==> src/design/adcsq_params.svh <==
/*
 * Timing counts, field codes and reset values of the converter sequencer.
 * Assumes inclusion by bare name from the design files.
 */
`ifndef ADCSQ_PARAMS_SVH
`define ADCSQ_PARAMS_SVH

`define ADCSQ_MODE_SINGLE      2'h0
`define ADCSQ_MODE_SEQ         2'h1
`define ADCSQ_MODE_REP_SINGLE  2'h2
`define ADCSQ_MODE_REP_SEQ     2'h3
`define ADCSQ_CLKSRC_SUBSYS    2'h3
`define ADCSQ_MIN_EXT_SAMPLE   8'h06
`define ADCSQ_CONV_CYCLES      8'h0E
`define ADCSQ_UNBUF_REF_MASK   16'h5055
`define ADCSQ_RST_SEQ_LEN      4'h1
`define ADCSQ_RST_DIV          3'h0
`endif

==> src/design/adcsq_pkg.sv <==
/*
 * Types of the converter sequencer.
 * Assumes the params header is included by its users.
 */
package adcsq_pkg;
  typedef enum logic [2:0] {
    ADCSQ_IDLE   = 3'b000,
    ADCSQ_SAMPLE = 3'b001,
    ADCSQ_CONV   = 3'b010,
    ADCSQ_HALT   = 3'b011,
    ADCSQ_HUNG   = 3'b100
  } adcsq_state_t;
endpackage

==> src/design/adcsq_tick_if.sv <==
/*
 * Carrier between the sequencer and its converter clock divider.
 * Assumes a single clock domain.
 */
`timescale 1ns/1ps
interface adcsq_tick_if;
  logic       run;
  logic [2:0] div;
  logic       tick;
  modport ctl (output run, output div, input tick);
  modport gen (input run, input div, output tick);
endinterface

==> src/design/adcsq_top.sv <==
/*
 * Sequencing control of a 12-bit successive-approximation converter,
 * reproducing its known faulty behaviours.
 * Assumes synchronous control inputs; a timer gives trigger pulses and a
 * DMA controller takes one-cycle completion pulses.
 */
// Notes on behaviour
// RULE1 - Timer trigger without enable toggle halts sampling
// RULE2 - Trigger while busy halts repeat/sequence modes
// RULE3 - Overflow flag unreliable; never set here
// RULE4 - Recovery: clear enable, power; set power, enable
// RULE5 - Controller waits busy clear; slow timer period
// RULE6 - Modes 1,3 pulse DMA every conversion
// RULE7 - DMA uses single transfers, count equals length
// RULE8 - Short extended sample, unbuffered reference corrupts result
// RULE9 - Controller uses buffered reference or longer sample
// RULE10 - Power toggle while busy halts affected modes
// RULE11 - Controller clears enable, waits idle before power
// RULE12 - Source switch off subsystem clock hangs odd dividers
// RULE13 - Hang clears only by system reset
// RULE14 - Controller clears clock-off request or uses even divider
// RULE15 - Busy from sampling start to last conversion end
`timescale 1ns/1ps
`include "adcsq_params.svh"
module adcsq_top
  import adcsq_pkg::*;
#(
  parameter int SEQ_W = 4
) (
  input  wire logic             sys_clk,
  input  wire logic             sys_rst,
  input  wire logic             clk_en,
  input  wire logic             conversion_enable,
  input  wire logic             converter_power_on,
  input  wire logic             software_start_conversion,
  input  wire logic             timer_trigger,
  input  wire logic             pulse_sample_select,
  input  wire logic [1:0]       sequence_mode_select,
  input  wire logic [3:0]       reference_select,
  input  wire logic [7:0]       sample_time,
  input  wire logic [SEQ_W-1:0] sequence_length,
  input  wire logic [1:0]       converter_clock_source,
  input  wire logic [2:0]       converter_clock_divider,
  input  wire logic             subsystem_clock_off_request,
  output logic                  converter_busy,
  output logic                  dma_trigger,
  output logic                  conversion_done,
  output logic                  result_corrupt,
  output logic                  conversion_timer_overflow_flag,
  output logic                  converter_halted,
  output logic                  converter_hung
);
  ////////////////////////////////////////////////////////////////////////
  // Elaboration checks

  if (SEQ_W < 1 || SEQ_W > 8) begin : g_seq_w_check
    $error("adcsq_top: SEQ_W out of range");
  end

  localparam logic [15:0] UNBUF_MASK = `ADCSQ_UNBUF_REF_MASK;

  adcsq_state_t     st_q, st_d;
  logic [7:0]       cnt_q, cnt_d;
  logic [SEQ_W-1:0] idx_q, idx_d;
  logic             armed_q, armed_d;
  logic             en_q, pwr_q, src_q;
  logic [2:0]       div_q;
  logic             bad_q, bad_d;
  logic             busy_d, dma_d, done_d;

  ////////////////////////////////////////////////////////////////////////
  // Converter clock divider

  adcsq_tick_if tk ();
  adcsq_clkdiv u_div (.sys_clk(sys_clk), .sys_rst(sys_rst), .clk_en(clk_en), .tk(tk));

  // Divider counts while powered, stops once hung until system reset
  assign tk.run = converter_power_on && st_q != ADCSQ_HUNG;
  assign tk.div = div_q;

  ////////////////////////////////////////////////////////////////////////
  // Decode

  logic             trig_any;
  logic             enc_rise;
  logic             pwr_toggle;
  logic             mode_seq;
  logic             mode_rep;
  logic             affected;
  logic             odd_div;
  logic             hang_cond;
  logic             unbuf_ref;
  logic             short_bad;
  logic [SEQ_W-1:0] idx_inc;
  logic             last_ch;
  logic [7:0]       samp_len;
  logic             cnt_end;
  logic             start_ok;

  assign trig_any   = software_start_conversion || timer_trigger;
  assign enc_rise   = conversion_enable && !en_q;
  assign pwr_toggle = converter_power_on != pwr_q;
  assign mode_seq   = sequence_mode_select[0];
  assign mode_rep   = sequence_mode_select[1];
  assign affected   = sequence_mode_select != `ADCSQ_MODE_SINGLE;
  // Divider codes 2, 4, 6 are the odd ratios 3, 5, 7
  assign odd_div    = !div_q[0] && (div_q != 3'h0);
  // Switch judged against the previous source sample
  assign hang_cond  = src_q && (converter_clock_source != `ADCSQ_CLKSRC_SUBSYS)
                      && subsystem_clock_off_request && odd_div;        // see RULE12
  assign unbuf_ref  = UNBUF_MASK[reference_select];
  assign short_bad  = !pulse_sample_select && unbuf_ref
                      && (sample_time < `ADCSQ_MIN_EXT_SAMPLE);         // see RULE8
  assign idx_inc    = idx_q + SEQ_W'(1);
  assign last_ch    = !mode_seq || (idx_inc >= sequence_length);
  assign samp_len   = sample_time;
  assign cnt_end    = (cnt_q == 8'h00) && tk.tick;
  assign start_ok   = conversion_enable && converter_power_on && trig_any;

  ////////////////////////////////////////////////////////////////////////
  // Sequencer

  always_comb begin
    st_d    = st_q;
    cnt_d   = cnt_q;
    idx_d   = idx_q;
    armed_d = armed_q || enc_rise;
    bad_d   = bad_q;
    dma_d   = 1'b0;
    done_d  = 1'b0;
    if (cnt_q != 8'h00 && tk.tick) cnt_d = cnt_q - 8'h01;
    unique case (st_q)
      ADCSQ_IDLE: begin
        if (start_ok && timer_trigger && !armed_q) begin
          st_d = ADCSQ_HALT;                                     // see RULE1
        end else if (start_ok) begin
          st_d    = ADCSQ_SAMPLE;                                // see RULE15
          cnt_d   = samp_len;
          idx_d   = '0;
          armed_d = 1'b0;
          bad_d   = short_bad;
        end
      end
      ADCSQ_SAMPLE, ADCSQ_CONV: begin
        if (affected && (trig_any || pwr_toggle)) begin
          st_d = ADCSQ_HALT;                                     // see RULE2, RULE10
        end else if (!converter_power_on) begin
          st_d = ADCSQ_IDLE;
        end else if (cnt_end && st_q == ADCSQ_SAMPLE) begin
          st_d  = ADCSQ_CONV;
          cnt_d = `ADCSQ_CONV_CYCLES;
        end else if (cnt_end) begin
          done_d = 1'b1;
          dma_d  = mode_seq || last_ch;                          // see RULE6
          if (!last_ch) begin
            idx_d = idx_inc;
            st_d  = ADCSQ_SAMPLE;
            cnt_d = samp_len;
          end else if (mode_rep && conversion_enable) begin
            idx_d = '0;
            st_d  = ADCSQ_SAMPLE;
            cnt_d = samp_len;
          end else begin
            st_d = ADCSQ_IDLE;
          end
        end
      end
      ADCSQ_HALT: begin
        if (!conversion_enable && !converter_power_on) st_d = ADCSQ_IDLE;  // see RULE4
      end
      ADCSQ_HUNG: st_d = ADCSQ_HUNG;                             // see RULE13
      default:    st_d = ADCSQ_HUNG;
    endcase
    if (hang_cond) st_d = ADCSQ_HUNG;                            // see RULE12
    busy_d = (st_d == ADCSQ_SAMPLE) || (st_d == ADCSQ_CONV);     // see RULE15
  end

  always_ff @(posedge sys_clk) begin
    if (sys_rst) begin
      st_q    <= ADCSQ_IDLE;
      cnt_q   <= 8'h00;
      idx_q   <= '0;
      armed_q <= 1'b0;
      bad_q   <= 1'b0;
      en_q    <= 1'b0;
      pwr_q   <= 1'b0;
      src_q   <= 1'b0;
      div_q   <= `ADCSQ_RST_DIV;
    end else if (clk_en) begin
      st_q    <= st_d;
      cnt_q   <= cnt_d;
      idx_q   <= idx_d;
      armed_q <= armed_d;
      bad_q   <= bad_d;
      en_q    <= conversion_enable;
      pwr_q   <= converter_power_on;
      src_q   <= converter_clock_source == `ADCSQ_CLKSRC_SUBSYS;
      div_q   <= converter_clock_divider;
    end
  end

  ////////////////////////////////////////////////////////////////////////
  // Registered outputs

  always_ff @(posedge sys_clk) begin
    if (sys_rst) begin
      converter_busy                 <= 1'b0;
      dma_trigger                    <= 1'b0;
      conversion_done                <= 1'b0;
      result_corrupt                 <= 1'b0;
      conversion_timer_overflow_flag <= 1'b0;
      converter_halted               <= 1'b0;
      converter_hung                 <= 1'b0;
    end else if (clk_en) begin
      converter_busy                 <= busy_d;
      dma_trigger                    <= dma_d;
      conversion_done                <= done_d;
      result_corrupt                 <= done_d && bad_q;         // see RULE8
      conversion_timer_overflow_flag <= 1'b0;                    // see RULE3
      converter_halted               <= st_d == ADCSQ_HALT;
      converter_hung                 <= st_d == ADCSQ_HUNG;
    end
  end
endmodule

==> src/design/adcsq_clkdiv.sv <==
/*
 * Converter clock divider: one tick every div+1 system cycles.
 * Assumes synchronous reset and a shared clock enable.
 */
`timescale 1ns/1ps
module adcsq_clkdiv (
  input  wire logic sys_clk,
  input  wire logic sys_rst,
  input  wire logic clk_en,
  adcsq_tick_if.gen tk
);
  logic [2:0] cnt_q;
  logic [2:0] cnt_d;
  logic       wrap;

  assign wrap    = (cnt_q >= tk.div);
  assign cnt_d   = (!tk.run || wrap) ? 3'h0 : cnt_q + 3'h1;
  assign tk.tick = tk.run && wrap;

  always_ff @(posedge sys_clk) begin
    if (sys_rst) begin
      cnt_q <= 3'h0;
    end else if (clk_en) begin
      cnt_q <= cnt_d;
    end
  end
endmodule

==> config.mk <==
export PLATFORM = sky130hd
export DESIGN_NAME = adcsq_top
export DESIGN_NICKNAME = d
export VERILOG_FILES = /design/src/design/adcsq_pkg.sv /design/src/design/adcsq_tick_if.sv /design/src/design/adcsq_top.sv /design/src/design/adcsq_clkdiv.sv
export VERILOG_INCLUDE_DIRS = /design/src /design/src/design
export SDC_FILE = /design/constraint.sdc
export NUM_CORES = 1
export LEC_CHECK = 0
export BUFFER_PORTS_ARGS = -buffer_cell sky130_fd_sc_hd__buf_4
export CAP_MARGIN = 10
export CORE_MARGIN = 2
export CORE_UTILIZATION = 51
export DETAILED_ROUTE_END_ITERATION = 10
export PLACE_DENSITY = 0.86
export SYNTH_ARGS = -nofsm -noshare
export SYNTH_HDL_FRONTEND = slang
export SYNTH_SLANG_ARGS = --single-unit
==> constraint.sdc <==
create_clock -name sys_clk -period 2.3 [get_ports sys_clk]
set_input_delay 0.46 -clock sys_clk [delete_from_list [all_inputs] [get_ports sys_clk]]
set_output_delay 0.46 -clock sys_clk [all_outputs]
set_load 0.02 [all_outputs]
* Yosys cells after proc, flatten, opt, wreduce, memory -nomap -nowiden
Memories as Yosys holds them, arrays and structs flattened.
Index checks and enable logic that the tools add are counted.
** Cells by class
- Add/subtract/negate cells :: 3
- Magnitude comparators :: 4
- Reduce and logical (&&, ||, !) cells :: 44
- Bitwise logic cells :: 1
- Multiplexer cells :: 45
- Equal/unequal tests :: 18
** Operators with widths (count)
- 2-to-1 mux 8 bit :: 9
- 2-to-1 mux 4 bit :: 8
- 2-to-1 mux 3 bit :: 9
- logical AND 1 bit :: 20
- 2-to-1 mux 1 bit :: 16
- case mux 8 bit (2 select lines) :: 1
- != test 2 bit, second input constant :: 7
- equality test 3 x 2 -> 1 bit, second input constant :: 4
- case mux 3 bit (3 select lines) :: 1
- AND reduction 9 bit :: 1
- zero test 1 bit :: 8
- zero test 8 bit :: 1
- < comparator 8 x 3 -> 1 bit, second input constant :: 1
- case mux 4 bit (2 select lines) :: 1
- nonzero test 8 bit :: 1
- subtractor 8 x 1 -> 8 bit, second input constant :: 1
- logical OR 1 bit :: 7
- equality test 3 x 1 -> 1 bit, second input constant :: 2
- != test 3 bit, second input constant :: 2
- < comparator 4 x 5 -> 1 bit, second input constant :: 1
- adder 4 x 1 -> 4 bit, second input constant :: 1
- >= comparator 4 bit :: 1
- AND reduction 4 bit :: 1
- nonzero test 2 bit :: 2
- 9 further kinds :: 9
** Storage, ports and cells
- Bits in registers :: 32
- Bits of input ports :: 32
- ROM bits :: 16
- Memories kept :: 1
- Word-level logic and storage cells :: 132
** Memory list
- (name not given) :: words 16, width 1, rd ports 1, clocked after Yosys merged registers in 0, wr ports 0, line adcsq_top.sv:111 : assign unbuf_ref = UNBUF_MASK[reference_select];

* Longest topological paths before layout
Gate-level depths: netlist of run 1.
- Word-level depth :: 12
- Gate-level depth with buffers :: 10
- Gate-level depth less buffers :: 10

* Hierarchy
Synthesis of run 1 repeated with hierarchy kept, for this count alone.
** Unflattened totals
- Cells, all modules :: 259
- Area, all modules :: 2128.3 um^2
** By module, submodules not included
- adcsq_top :: cells an instance 233, area an instance 1905.6 um^2, instances 1, sequential area each 580.6 um^2
- adcsq_clkdiv :: cells an instance 26, area an instance 222.7 um^2, instances 1, sequential area each 60.1 um^2

* Worst setup path before layout of run 1
OpenSTA, ideal clock, no wires.
- Path kind :: flip-flop to flip-flop
- From :: reg idx_q[0]
- To :: reg idx_q[2]
- Arrival :: 2246 ps
- Clock period less this slack :: 2360 ps
- Cell stages (with the launch flop) :: 11
- Data required time :: 2186 ps
- Slack :: -60 ps
- Path buffers :: 0
- Setup time :: 114 ps
- Cells stage by stage :: dfxtp_1 ha_1 nor2b_1 or2_2 ha_1 o211ai_1 o211ai_1 and2_2 o31ai_4 a21oi_1 a21o_1
** Between the ends
- Word-level cells in the longest chain between the ends :: 9
- Elaborated cells on any way between the ends :: 11
- Those cells by class :: add/sub (1); order compare (1); eq/ne (1); mux (6); reduce/logical (2)
** RTL lines
- from (decl) :: line adcsq_top.sv:64 : logic [SEQ_W-1:0] idx_q, idx_d;
- from (signal assigned) :: line adcsq_top.sv:192 : idx_q <= idx_d;
- adder 4 x 1 -> 4 bit * :: line adcsq_top.sv:114 : assign idx_inc = idx_q + SEQ_W'(1);
- >= comparator 4 bit :: line adcsq_top.sv:115 : assign last_ch = !mode_seq || (idx_inc >= sequence_length);
- logical OR 1 bit :: line adcsq_top.sv:115
- 2-to-1 mux 4 bit :: line adcsq_top.sv:155 : if (!last_ch) begin
- 2-to-1 mux 4 bit :: line adcsq_top.sv:152 : end else if (cnt_end) begin
- 2-to-1 mux 4 bit :: line adcsq_top.sv:149 : end else if (cnt_end && st_q == ADCSQ_SAMPLE) begin
- 2-to-1 mux 4 bit :: line adcsq_top.sv:147 : end else if (!converter_power_on) begin
- 2-to-1 mux 4 bit :: line adcsq_top.sv:145 : if (affected && (trig_any || pwr_toggle)) begin
- case mux 4 bit (2 select lines) :: line adcsq_top.sv:132 : unique case (st_q)
Mark *: on every way between the ends. The rest lies on a longest branch, timed or not. The select of a mux whose other input is x is not followed.
A chain may end at the register's enable or synchronous reset.

* Worst setup path after layout of run 1
- From :: reg idx_q[1]
- To :: reg converter_busy
** Between the ends
- Word-level cells in the longest chain between the ends :: 12
- Elaborated cells on any way between the ends :: 13
- Those cells by class :: add/sub (1); order compare (1); eq/ne (2); mux (7); reduce/logical (2)
** RTL lines
- adder 4 x 1 -> 4 bit * :: line adcsq_top.sv:114
- >= comparator 4 bit * :: line adcsq_top.sv:115
- logical OR 1 bit * :: line adcsq_top.sv:115
- 2-to-1 mux 1 bit * :: line adcsq_top.sv:155
- 2-to-1 mux 3 bit * :: line adcsq_top.sv:152
- 2-to-1 mux 3 bit * :: line adcsq_top.sv:149
- 2-to-1 mux 3 bit * :: line adcsq_top.sv:147
- 2-to-1 mux 3 bit * :: line adcsq_top.sv:145
- case mux 3 bit (3 select lines) * :: line adcsq_top.sv:132
- 2-to-1 mux 3 bit * :: line adcsq_top.sv:174 : if (hang_cond) st_d = ADCSQ_HUNG;
- equality test 3 x 1 -> 1 bit or equality test 3 x 2 -> 1 bit (tied branches) :: line adcsq_top.sv:175 : busy_d = (st_d == ADCSQ_SAMPLE) || (st_d == ADCSQ_CONV);
- logical OR 1 bit * :: line adcsq_top.sv:175
- to (signal assigned) :: line adcsq_top.sv:215 : converter_busy <= busy_d;
- to (decl) :: line adcsq_top.sv:45 : output logic converter_busy,
Mark *: on every way between the ends. The rest lies on a longest branch, timed or not.

==> qor_table.md, run 1 <==
| Quantity | This run | Unit |
| --- | --- | --- |
| Global-route total usage across every layer | 25.1 | % |
| H-tree lvl count | 2 | - |
| Dominant cell type by area after synthesis | sky130_fd_sc_hd__dfxtp_1 | - |
| Num Clock Sinks | 32 | - |
| Violations in the final reports | negative setup slack | - |
| DRC errors left | 0 | - |
| Endpoint type of the worst setup path | register | - |
| Clk root buf | sky130_fd_sc_hd__clkbuf_8 | - |
| # hold bufs at CTS | 0 | - |
| Fraction of final layout cells sized beyond drive strength 1 | 31.3 | % |
| Gr ovfl total | 0 | - |
| Violation count after the first detailed-route iteration | 212 | - |
| Placed wire-length estimate after detailed placement | 4200 | um |
| Most used standard cells in the synthesized netlist | sky130_fd_sc_hd__dfxtp_1, sky130_fd_sc_hd__nor2_1, sky130_fd_sc_hd__nand2_1 | - |
| Number of synthesized flops with an enable pin | 0 | - |
| Post-route antenna net violation count | 0 | - |
| Placed Area | 0.00263 | mm2 |
| Number of library cell types mapped by synthesis | 63 | - |
| LEAKAGE | 1.23 | nW |
| Fmax | 419 | MHz |
| Final count of pins violating max slew | 0 | - |
| Antenna violations before repair | 0 | - |
| Library cell contributing the largest single delay on the critical path | sky130_fd_sc_hd__dfxtp_2 | - |
| DRT Pass-1 Iters | 4 | - |
| Via count of the first global-routing pass | 2088 | - |
| Ports | 39 | - |
| Setup repair after global routing missed its margin | yes | - |
| Min-Delay Path Class | primary input to register | - |
| Startpoint types | register | - |
| Kind of critical path | register to register | - |
| Least setup slack across all paths after layout | -0.0861 | ns |
| Worst EP arrival | 2.54 | ns |
| Portion of the post-synthesis area used by sequential elements | 28.6 | % |
| Number of nets in the synthesized netlist | 306 | - |
| Final count of negative-setup-slack endpoints | 10 | - |
| Average routed wire per standard cell | 16.5 | um |
| Final Net Count | 360 | - |
| Area inside the core boundary | 0.00429 | mm2 |
| Endpoint required time on the critical path | 2.46 | ns |
| Cell area after technology mapping | 0.00224 | mm2 |
| Most frequently used flop master after synthesis | sky130_fd_sc_hd__dfxtp_1 | - |
| Count of mapped cells out of synthesis | 264 | - |
| Pre-CTS setup slack | -0.181 | ns |
| Gp weighted congestion | 1.02 | - |
| CTS tree | built | - |
| Max rail drop VDD | 0.000562 | V |
| Crit path max fanout | 3 | - |
| Final period util | 104 | % |
| Top cells by area in the synthesized netlist | sky130_fd_sc_hd__dfxtp_1, sky130_fd_sc_hd__mux2i_1, sky130_fd_sc_hd__ha_1 | - |
| Shortest period the worst path allows | 2.39 | ns |
| Final standard cell area without fillers | 0.00290 | mm2 |
| CTS buffer count | 5 | - |
| Worst Skew | 0.0154 | ns |
| Final Hold Viols | 0 | - |
| Number of inserted filler cells in the final layout | 338 | - |
| Pin count of the biggest net entering global routing | 36 | - |
| Routed wire length | 6110 | um |
| Clock network latency to the later pin of the worst-skew pair | 0.30 | ns |
| Layout overhead on the synthesized area | 29.8 | % |
| Number of vias per cell | 6.11 | - |
| Maximum root-to-sink buffer count | 2 | - |
| #FFs+latches synth | 32 | - |
| Die Width | 70.2 | um |
| Via count | 2265 | - |
| Total of max-cap violations | 0 | - |
| PortBufs | 36 | - |
| CP Cell Sequence | ha_4 > nor2b_4 > or2_4 > ha_4 > o211ai_1 > o211ai_1 > nand2_1 > a41oi_2 > buf_4 > o21a_1 > o211ai_1 | - |
| Synth top area share | 28.6 | % |
| Share of flip-flops with an asynchronous set or reset after synthesis | 0 | % |
| Antenna Cells | 0 | - |
| Syn_area_per_cell | 8.47 | um2 |
| Critical path buffers and inverters | 1 | - |
| Effective utilization at floorplan | 52.1 | % |
| CTS clock-pin slew for the worst setup and hold paths | 0.07 | ns |
| Cell Rows | 24 | - |
| Power density over the cells | 574 | mW/mm2 |
| Y dimension of the die | 70.2 | um |
| Run status | complete, but fails checks | - |
| Full die area | 0.00493 | mm2 |
| Global-route wire length before repair | 9860 | um |
| Worst path max stage delay | 0.34 | ns |
| Dominant delay contributor by cell family on the critical path | compound AO/OA/AOI/OAI gates | - |
| Most common cell in the netlist | sky130_fd_sc_hd__dfxtp_1 | - |
| Most frequent cell on the critical path | sky130_fd_sc_hd__o211ai_1 | - |
| Synth warn | 0 | - |
## path summary, 6_finish.rpt
kind	start	to	slack, ns	cells after the start
worst max-delay path	idx_q[1]$_SDFFE_PP0P_	converter_busy$_SDFFE_PP0P_	-0.09	11
worst min register to register	dma_trigger$_SDFFE_PP0P_	dma_trigger$_SDFFE_PP0P_	0.48	2
worst min-delay path	converter_clock_divider[2]	div_q[2]$_SDFFE_PP0P_	0.41	3
worst max register to register	idx_q[1]$_SDFFE_PP0P_	converter_busy$_SDFFE_PP0P_	-0.09	11
## metal layers
metal	global-route usage [%]	wire, um
met5	0	0
met3	4.18	335
met1	30.6	2520
met2	43.6	3090
met4	10.3	167
## cell families after synthesis
family | after synthesis | share of synthesized area [%]
AND/OR/NAND/NOR | 111 | 28.5
flip-flops | 32 | 28.6
other | 1 | 0.168
XOR/XNOR | 7 | 2.74
multiplexers | 14 | 6.32
AO/OA/AOI/OAI | 61 | 21.5
buffers and inverters | 28 | 6.54
adder cells (fa/ha/maj) | 10 | 5.59
## power by group
part / switching (W) / internal [W]
registers: 0.0000331 / 0.000588
logic: 0.000270 / 0.000238
clock network: 0.000215 / 0.000321
total: 0.000518 / 0.00115
## repair_timing
action,CTS,global route
pin swaps,10,18
setup endpoints to repair,13,15
gates resized for setup,10,17
endpoints found under the hold margin,0,0
buffers inserted,5,3
## final cells by class
| class | count | area [um2] | area share (%) |
|---|---|---|---|
| Multi-Input combinational cell | 204 | 1560 | 53.6 |
| Sequential cell | 32 | 644 | 22.2 |
| Timing Repair Buffer | 62 | 480 | 16.6 |
| Clock buffer | 6 | 72.6 | 2.50 |
| Tap cell | 52 | 65.1 | 2.24 |
| Inverter | 13 | 48.8 | 1.68 |
| Clock inverter | 2 | 35.0 | 1.21 |
## stage by stage
stage / hold WS (ns) / util (%) / instances / power [W] / setup TNS [ns]
after floorplan: 0.433 / - / 264 / 0.000947 / 0
after global placement: 0.444 / 61.2 / 357 / 0.00109 / -0.465
after detailed placement: 0.451 / 61.2 / 357 / 0.00110 / -0.873
after CTS: 0.399 / 65.6 / 370 / 0.00165 / -0.0443
after global routing: 0.426 / 67.6 / 371 / 0.00174 / -1.98
final: 0.405 / 67.6 / 371 / 0.00167 / -0.550
## worst reg2reg max path, delay by kind of cell (launching register included)
kind                       cells  cell delay (ns)
adders and majority gates      2             0.40
buffers and inverters          1             0.16
and+or+nand+nor                3             0.53
DFF                            1             0.34
AOI/OAI and AO/OA              5             0.82
## state kept, by name (all words and copies together) (netlist names), 3 cells and up
name / count
st_q: 3
u_div.cnt_q: 3
cnt_q: 8
idx_q: 4
div_q: 3
## cell usage in the layout, fill, tap and decap left out, drive strengths merged, types with 3 or more instances in the layout
master	synthesis	layout
inv	13	13
or2	3	3
nand3b	3	3
nor2	23	23
buf	7	62
and2	5	5
nand2b	11	11
a211oi	5	5
a21oi	11	11
nand3	9	9
mux2i	13	13
o21ai	5	5
nor3b	3	3
clkbuf	7	6
or4	3	3
o211ai	4	4
dfxtp	32	32
a21o	4	4
xnor2	6	6
a31oi	5	5
nand2	19	19
nand4	7	7
nor2b	9	9
nor3	6	6
ha	10	10
a41oi	4	4
Power figures use the tool's default switching activity.
==> inputs of run 2 (changes only) <==
Clock period 2.3 ns to 2.1 ns, I/O delays scaled along.
==> qor_table.md, run 2 (synthesized netlist as in run 1, its figures left out) <==
| Quantity | This run | Unit | vs previous |
| --- | --- | --- | --- |
| Run status | complete, but fails checks | - |  |
| Violations in the final reports | negative setup slack | - |  |
| Via count of the first global-routing pass | 2076 | - | -0.57% |
| Endpoint type of the worst setup path | register | - |  |
| Startpoint types | register | - |  |
| Largest Register | cnt_q | - |  |
| Area inside the core boundary | 0.00429 | mm2 | unchanged |
| Critical path buffers and inverters | 0 | - | -1 |
| CP Cell Sequence | ha_4 > nor2b_4 > or2_4 > ha_4 > o211ai_1 > o211ai_1 > nand2_1 > a41oi_2 > o21ai_1 > a32o_1 | - |  |
| Min-Delay Path Class | primary input to register | - |  |
| Placed Area | 0.00280 | mm2 | +6.6% |
| Pin count of the biggest net entering global routing | 27 | - | -25% |
| Worst Skew | 0.00479 | ns | -0.0106 ns |
| # hold bufs at CTS | 0 | - | unchanged |
| Total of max-cap violations | 0 | - | unchanged |
| CTS clock-pin slew for the worst setup and hold paths | 0.07 | ns | about the same |
| Gp weighted congestion | 0.924 | - | -9.8% |
| Endpoint required time on the critical path | 2.29 | ns | -0.17 ns |
| Ports | 39 | - | unchanged |
| Fraction of final layout cells sized beyond drive strength 1 | 35.2 | % | +3.9 points |
| Worst EP arrival | 2.51 | ns | -0.03 ns |
| Final count of pins violating max slew | 0 | - | unchanged |
| Effective utilization at floorplan | 52.1 | % | unchanged |
| Least setup slack across all paths after layout | -0.218 | ns | -0.132 ns |
| LEAKAGE | 1.30 | nW | +5.2% |
| Post-route antenna net violation count | 0 | - | unchanged |
| PortBufs | 36 | - | unchanged |
| Final standard cell area without fillers | 0.00301 | mm2 | +3.7% |
| DRC errors left | 0 | - | unchanged |
| Pre-CTS setup slack | -0.217 | ns | -0.0358 ns |
| Max rail drop VDD | 0.000514 | V | -8.4% |
| Seq. cell area | 646 | um2 | +0.19% |
| Tightest hold margin | 0.361 | ns | -0.0443 ns |
| Die Width | 70.2 | um | unchanged |
| Gr ovfl total | 0 | - | unchanged |
| Top library cells by usage in the layout, fill and taps aside | sky130_fd_sc_hd__buf_4, sky130_fd_sc_hd__dfxtp_1, sky130_fd_sc_hd__nor2_1, sky130_fd_sc_hd__nand2_1, sky130_fd_sc_hd__mux2i_1 | - |  |
| Average routed wire per standard cell | 15.3 | um | -7.4% |
| Number of vias per cell | 5.82 | - | -4.7% |
| Crit path max fanout | 3 | - | unchanged |
| CTS buffer count | 5 | - | unchanged |
| Combined area of the multi-input logic cells | 0.00156 | mm2 | +0.16% |
| Kind of critical path | register to register | - |  |
| Shortest period the worst path allows | 2.32 | ns | -0.0678 ns |
| Layout overhead on the synthesized area | 34.5 | % |  |
| Number of inserted filler cells in the final layout | 344 | - | +1.8% |
| Full die area | 0.00493 | mm2 | unchanged |
| Global-route wire length before repair | 9530 | um | -3.4% |
| Final Hold Viols | 0 | - | unchanged |
| H-tree lvl count | 2 | - | unchanged |
| Placed wire-length estimate after detailed placement | 4460 | um | +6.0% |
| Dominant delay contributor by cell family on the critical path | compound AO/OA/AOI/OAI gates | - |  |
| Clock network latency to the later pin of the worst-skew pair | 0.29 | ns | about the same |
| Most common cell after layout, fill and taps aside | sky130_fd_sc_hd__buf_4 | - |  |
| Num Clock Sinks | 32 | - | unchanged |
| Via count | 2234 | - | -1.4% |
| Routed wire length | 5860 | um | -4.2% |
| Antenna violations before repair | 0 | - | unchanged |
| Library cell contributing the largest single delay on the critical path | sky130_fd_sc_hd__dfxtp_2 | - |  |
| Antenna Cells | 0 | - | unchanged |
| Setup repair after global routing missed its margin | yes | - |  |
| DRT Pass-1 Iters | 4 | - | unchanged |
| Final count of negative-setup-slack endpoints | 15 | - | +5 |
| Power density over the cells | 632 | mW/mm2 | +10% |
| Registers with the most flip-flops | cnt_q (8), idx_q (4) | - |  |
| Clk root buf | sky130_fd_sc_hd__clkbuf_8 | - |  |
| CTS tree | built | - |  |
| Fmax | 431 | MHz | +2.9% |
| Final Total Pwr | 0.00190 | W | +14% |
| Worst path max stage delay | 0.34 | ns | about the same |
| Cell Rows | 24 | - | unchanged |
| Y dimension of the die | 70.2 | um | unchanged |
| Maximum root-to-sink buffer count | 2 | - | unchanged |
| Final Net Count | 373 | - | +3.6% |
| Number of flip-flops in the largest register | 8 | - | unchanged |
| Final period util | 110 | % | +6.7 points |
| Global-route total usage across every layer | 24.2 | % | -0.89 points |
| Violation count after the first detailed-route iteration | 169 | - | -20% |
==> run 2: cell types whose count changed in the layout (fill, tap and decap cells not counted), sizes merged <==
cell      before  now
clkinvlp       0    1
buf           62   75
clkbuf         6    5
==> run 2: tightest hold or removal path: stages <==
cell and delay, ns:
sky130_fd_sc_hd__buf_4 0.08, sky130_fd_sc_hd__mux2i_1 0.05, sky130_fd_sc_hd__nor2_1 0.07
==> run 2: power breakdown <==
group	switching, W	internal (W)
Sequential	0.0000275	0.000645
Combinational	0.000323	0.000304
Clock	0.000251	0.000351
==> run 2: area by class of cell <==
class	instances	share of cell area (%)
multi-input cells	204	51.8
flip-flops and latches	32	21.5
repair buffers	75	19.3
clock buffers	5	2.29
well taps	52	2.16
inverters	13	1.62
clock inverters	3	1.41
==> run 2: through the flow <==
step | std cells | utilization (%) | TNS [ns]
after floorplan | 264 | - | -0.290
after global placement | 372 | 65.3 | -1.84
after detailed placement | 372 | 65.3 | -2.55
after CTS | 382 | 68.6 | -2.41
after global routing | 384 | 70.1 | -4.50
final | 384 | 70.1 | -2.67
==> run 2: path summary, 6_finish.rpt <==
| check | end | startpoint | slack (ns) | cells past startpoint |
|---|---|---|---|---|
| worst min register to register | result_corrupt$_SDFFE_PP0P_ | result_corrupt$_SDFFE_PP0P_ | 0.47 | 2 |
| worst min-delay path | div_q[1]$_SDFFE_PP0P_ | converter_clock_divider[1] | 0.36 | 3 |
| worst max-delay path | converter_halted$_SDFFE_PP0P_ | idx_q[0]$_SDFFE_PP0P_ | -0.22 | 10 |
| worst max register to register | converter_halted$_SDFFE_PP0P_ | idx_q[0]$_SDFFE_PP0P_ | -0.22 | 10 |
==> run 2: metal layers <==
layer  up-vias  global-route usage (%)  wire (um)
met1      1053                    29.9       2430
met5         -                       0          0
met3        11                    5.92        315
li1       1099                       -          -
met2        71                    41.1       3000
met4         0                    8.12        107
==> run 2: repair_timing <==
item,4_1_cts,5_1_grt
setup buffers,2,3
pin swaps,7,7
endpoints found under the setup margin,15,16
resized for setup,4,7
==> inputs of run 3 (changes only) <==
Settings changed: CORE_UTILIZATION 51 to 50, PLACE_DENSITY 0.86 to 0.85, SYNTH_HIERARCHICAL set to 1.
==> qor_table.md, run 3 <==
| Quantity | This run | Unit | vs previous |
| --- | --- | --- | --- |
| Placed Area | 0.00277 | mm2 | -1.1% |
| Final standard cell area without fillers | 0.00298 | mm2 | -0.83% |
| Run status | complete, but fails checks | - |  |
| Violation count after the first detailed-route iteration | 191 | - | +13% |
| FF-to-FF End | cnt_q[7]$_SDFFE_PP0P_ | - |  |
| R2R cell count | 11 | - | +1 |
| Count of mapped cells out of synthesis | 259 | - | -1.9% |
| Endpoint with the worst hold slack | div_q[2]$_SDFFE_PP0P_ | - |  |
| Maximum root-to-sink buffer count | 2 | - | unchanged |
| Net switching power of the design | 0.000540 | W | -10% |
| Internal power of the cells | 0.00119 | W | -8.7% |
| Dominant cell type by area after synthesis | sky130_fd_sc_hd__dfxtp_1 | - |  |
| Number of vias per cell | 5.78 | - | -0.60% |
| Fraction of final layout cells sized beyond drive strength 1 | 39.5 | % | +4.2 points |
| Final Hold Viols | 0 | - | unchanged |
| Comb power frac | 33.0 | % | about the same |
| Power density over the cells | 578 | mW/mm2 | -8.4% |
| Worst Skew | 0.00725 | ns | +0.00246 ns |
| Number of flip-flops in the largest register | 8 | - | unchanged |
| LEAKAGE | 1.29 | nW | -0.48% |
| Number of nets in the synthesized netlist | 302 | - | -1.3% |
| Worst EP arrival | 2.91 | ns | +0.40 ns |
| Cell Rows | 23 | - | -4.2% |
| Share of flip-flops with an asynchronous set or reset after synthesis | 0 | % | unchanged |
| Number of inserted filler cells in the final layout | 286 | - | -17% |
| Layout overhead on the synthesized area | 40.2 | % |  |
| Synth top area share | 30.1 | % | +1.5 points |
| Portion of the post-synthesis area used by sequential elements | 30.1 | % | +1.5 points |
| Number of placed instances, taps included | 375 | - | +0.81% |
| WHS Path Cells | 3 | - | unchanged |
| Synth warn | 6 | - | +6 |
| Full die area | 0.00479 | mm2 | -2.8% |
| CTS tree | built | - |  |
| Slew @ Worst Pin | 0.541 | ns |  |
| Net Sw Frac | 31.3 | % | -0.38 points |
| Fin util | 73.5 | % | +3.5 points |
| Clock network latency to the later pin of the worst-skew pair | 0.29 | ns | about the same |
| Count of placed standard cells in the final layout, fillers left out | 387 | - | +0.78% |
| Most common cell in the netlist | sky130_fd_sc_hd__dfxtp_1 | - |  |
| Fmax | 365 | MHz | -15% |
| Global-route wire length before repair | 9780 | um | +2.6% |
| Most used standard cells in the synthesized netlist | sky130_fd_sc_hd__dfxtp_1, sky130_fd_sc_hd__nor2_1, sky130_fd_sc_hd__nand2_1 | - |  |
| Final Net Count | 379 | - | +1.6% |
| Average routed wire per standard cell | 15.0 | um | -1.5% |
| H-tree lvl count | 2 | - | unchanged |
| Gr ovfl total | 0 | - | unchanged |
| Registers with the most flip-flops | cnt_q (8), idx_q (4) | - |  |
| Shortest period the worst path allows | 2.74 | ns | +0.421 ns |
| Least setup slack across all paths after layout | -0.640 | ns | -0.421 ns |
| # hold bufs at CTS | 0 | - | unchanged |
| Clk root buf | sky130_fd_sc_hd__clkbuf_8 | - |  |
| Die Width | 69.2 | um | -1.4% |
| Worst Hold Launch | converter_clock_divider[2] | - |  |
| PortBufs | 36 | - | unchanged |
| Total of max-cap violations | 0 | - | unchanged |
| Top library cells by usage in the layout, fill and taps aside | sky130_fd_sc_hd__buf_4, sky130_fd_sc_hd__dfxtp_1, sky130_fd_sc_hd__nor2_1, sky130_fd_sc_hd__nand2_1, sky130_fd_sc_hd__a21oi_1 | - |  |
| Final Total Pwr | 0.00173 | W | -9.2% |
| Kind of critical path | register to register | - |  |
| Worst max-slew margin expressed relative to the limit | 63.7 | % |  |
| Crit path max fanout | 3 | - | unchanged |
| Post-route antenna net violation count | 0 | - | unchanged |
| Placed wire-length estimate after detailed placement | 4110 | um | -7.7% |
| Min-Delay Path Class | primary input to register | - |  |
| Number of synthesized flops with an enable pin | 0 | - | unchanged |
| DRC errors left | 0 | - | unchanged |
| Most frequently used flop master after synthesis | sky130_fd_sc_hd__dfxtp_1 | - |  |
| Most common cell after layout, fill and taps aside | sky130_fd_sc_hd__buf_4 | - |  |
| Reg power frac | 38.0 | % | +2.6 points |
| Startpoint of the most critical register-to-register path | div_q[2]$_SDFFE_PP0P_ | - |  |
| Area inside the core boundary | 0.00406 | mm2 | -5.5% |
| Pre-CTS setup slack | -0.737 | ns | -0.520 ns |
| Gp weighted congestion | 0.875 | - | -5.3% |
| Setup repair after global routing missed its margin | yes | - |  |
| Max rail drop VDD | 0.000371 | V | -28% |
| Final period util | 130 | % | +20 points |
| Final count of negative-setup-slack endpoints | 19 | - | +4 |
| #FFs+latches synth | 32 | - | unchanged |
| Via count of the first global-routing pass | 2161 | - | +4.1% |
| CTS clock-pin slew for the worst setup and hold paths | 0.07 | ns | about the same |
| Antenna violations before repair | 0 | - | unchanged |
| Num Clock Sinks | 32 | - | unchanged |
| CTS buffer count | 5 | - | unchanged |
| Pin count of the biggest net entering global routing | 34 | - | +26% |
| Antenna Cells | 0 | - | unchanged |
| Endpoint type of the worst setup path | register | - |  |
| Global-route total usage across every layer | 24.9 | % | +0.67 points |
| Routed wire length | 5810 | um | -0.77% |
| Clock network fraction of design power | 29.0 | % | -2.7 points |
| Register-to-register setup slack | -0.64 | ns | -0.42 ns |
| Largest Register | cnt_q | - |  |
| Y dimension of the die | 69.2 | um | -1.4% |
| Final count of pins violating max slew | 0 | - | unchanged |
| Syn_area_per_cell | 8.22 | um2 | -3.0% |
| Startpoint types | register | - |  |
| Top cells by area in the synthesized netlist | sky130_fd_sc_hd__dfxtp_1, sky130_fd_sc_hd__ha_1, sky130_fd_sc_hd__mux2i_1 | - |  |
| Violations in the final reports | negative setup slack | - |  |
| Number of library cell types mapped by synthesis | 62 | - | -1.6% |
| DRT Pass-1 Iters | 4 | - | unchanged |
| Cell area after technology mapping | 0.00213 | mm2 | -4.9% |
| Ports | 39 | - | unchanged |
| Via count | 2238 | - | +0.18% |
| Effective utilization at floorplan | 52.5 | % | +0.35 points |
| Endpoint required time on the critical path | 2.27 | ns | -0.02 ns |
## run 3: changes by cell type after synthesis, moves of 4 or more
cell	change
sky130_fd_sc_hd__clkbuf_1	-4
sky130_fd_sc_hd__nand2_1	+7
sky130_fd_sc_hd__a41oi_1	-4
sky130_fd_sc_hd__a31oi_1	-4
sky130_fd_sc_hd__o21ai_0	+12
sky130_fd_sc_hd__a21oi_1	+4
sky130_fd_sc_hd__xnor2_1	-4
sky130_fd_sc_hd__nand3_1	-6
sky130_fd_sc_hd__nor2_1	+5
sky130_fd_sc_hd__nor3_1	+5
## run 3: how the worst max path moves through the flow
stage | depth (start not counted) | endpoint | startpoint
after global routing | 11 | cnt_q[7]$_SDFFE_PP0P_ | div_q[2]$_SDFFE_PP0P_
after detailed placement | 11 | cnt_q[7]$_SDFFE_PP0P_ | div_q[2]$_SDFFE_PP0P_
after CTS | 11 | cnt_q[7]$_SDFFE_PP0P_ | div_q[2]$_SDFFE_PP0P_
final | 11 | cnt_q[7]$_SDFFE_PP0P_ | div_q[2]$_SDFFE_PP0P_
after floorplan | 11 | cnt_q[7]$_SDFFE_PP0P_ | div_q[2]$_SDFFE_PP0P_
after global placement | 11 | cnt_q[7]$_SDFFE_PP0P_ | div_q[2]$_SDFFE_PP0P_
## run 3: layout make-up
class | instances | area [um2] | area share [%]
Multi-Input combinational cell | 201 | 1520 | 50.9
Sequential cell | 32 | 643 | 21.6
Timing Repair Buffer | 80 | 608 | 20.4
Clock buffer | 6 | 82.6 | 2.77
Tap cell | 50 | 62.6 | 2.10
Inverter | 16 | 60.1 | 2.01
Clock inverter | 2 | 10.0 | 0.335
## run 3: critical path, stage by stage (launching register included)
cell and delay [ns]:
sky130_fd_sc_hd__dfxtp_2 0.33, sky130_fd_sc_hd__inv_2 0.04, sky130_fd_sc_hd__ha_4 0.27, sky130_fd_sc_hd__a21o_1 0.15, sky130_fd_sc_hd__a31oi_4 0.04, sky130_fd_sc_hd__and2b_2 0.25
sky130_fd_sc_hd__or4b_4 0.47, sky130_fd_sc_hd__or3_4 0.34, sky130_fd_sc_hd__or3_4 0.33, sky130_fd_sc_hd__mux2i_1 0.15, sky130_fd_sc_hd__o221a_2 0.20, sky130_fd_sc_hd__nor3_2 0.03
## run 3: timing repair
item	CTS	global route
gates cloned	1	0
endpoints found under the setup margin	19	19
resized for setup	14	5
setup buffers	2	1
hold endpoints to repair	0	0
pin swaps	16	13
## run 3: logic make-up after synthesis
group / share of synthesized area, %
adders and majority gates: 6.47
AOI/OAI and AO/OA: 24.9
xor gates and xnor gates: 1.23
DFF: 30.1
muxes: 5.70
buffers and inverters: 5.76
other: 0.176
and+or+nand+nor: 25.6
## run 3: routing by layer
layer  share of wire, %  vias up  global-route usage (%)
li1                   -     1088                       -
met1                 40     1067                    28.7
met2                 53       68                    44.3
met3                5.0       15                    5.09
met4                2.3        0                    10.7
met5                  0        -                       0
## run 3: through the flow
step / setup TNS (ns) / hold WS, ns
finish: -10.81 / 0.363
detailed placement: -10.83 / 0.467
floorplan: -7.57 / 0.446
global placement: -9.27 / 0.455
CTS: -11.36 / 0.361
global route: -12.40 / 0.382
## run 3: power groups by stage
stage                     registers [W]  logic, W  clock network [W]
after CTS                      0.000657  0.000551           0.000508
after floorplan                0.000680  0.000296                  0
after global placement         0.000667  0.000498                  0
after detailed placement       0.000669  0.000515                  0
final                          0.000657  0.000569           0.000500
after global routing           0.000660  0.000613           0.000540
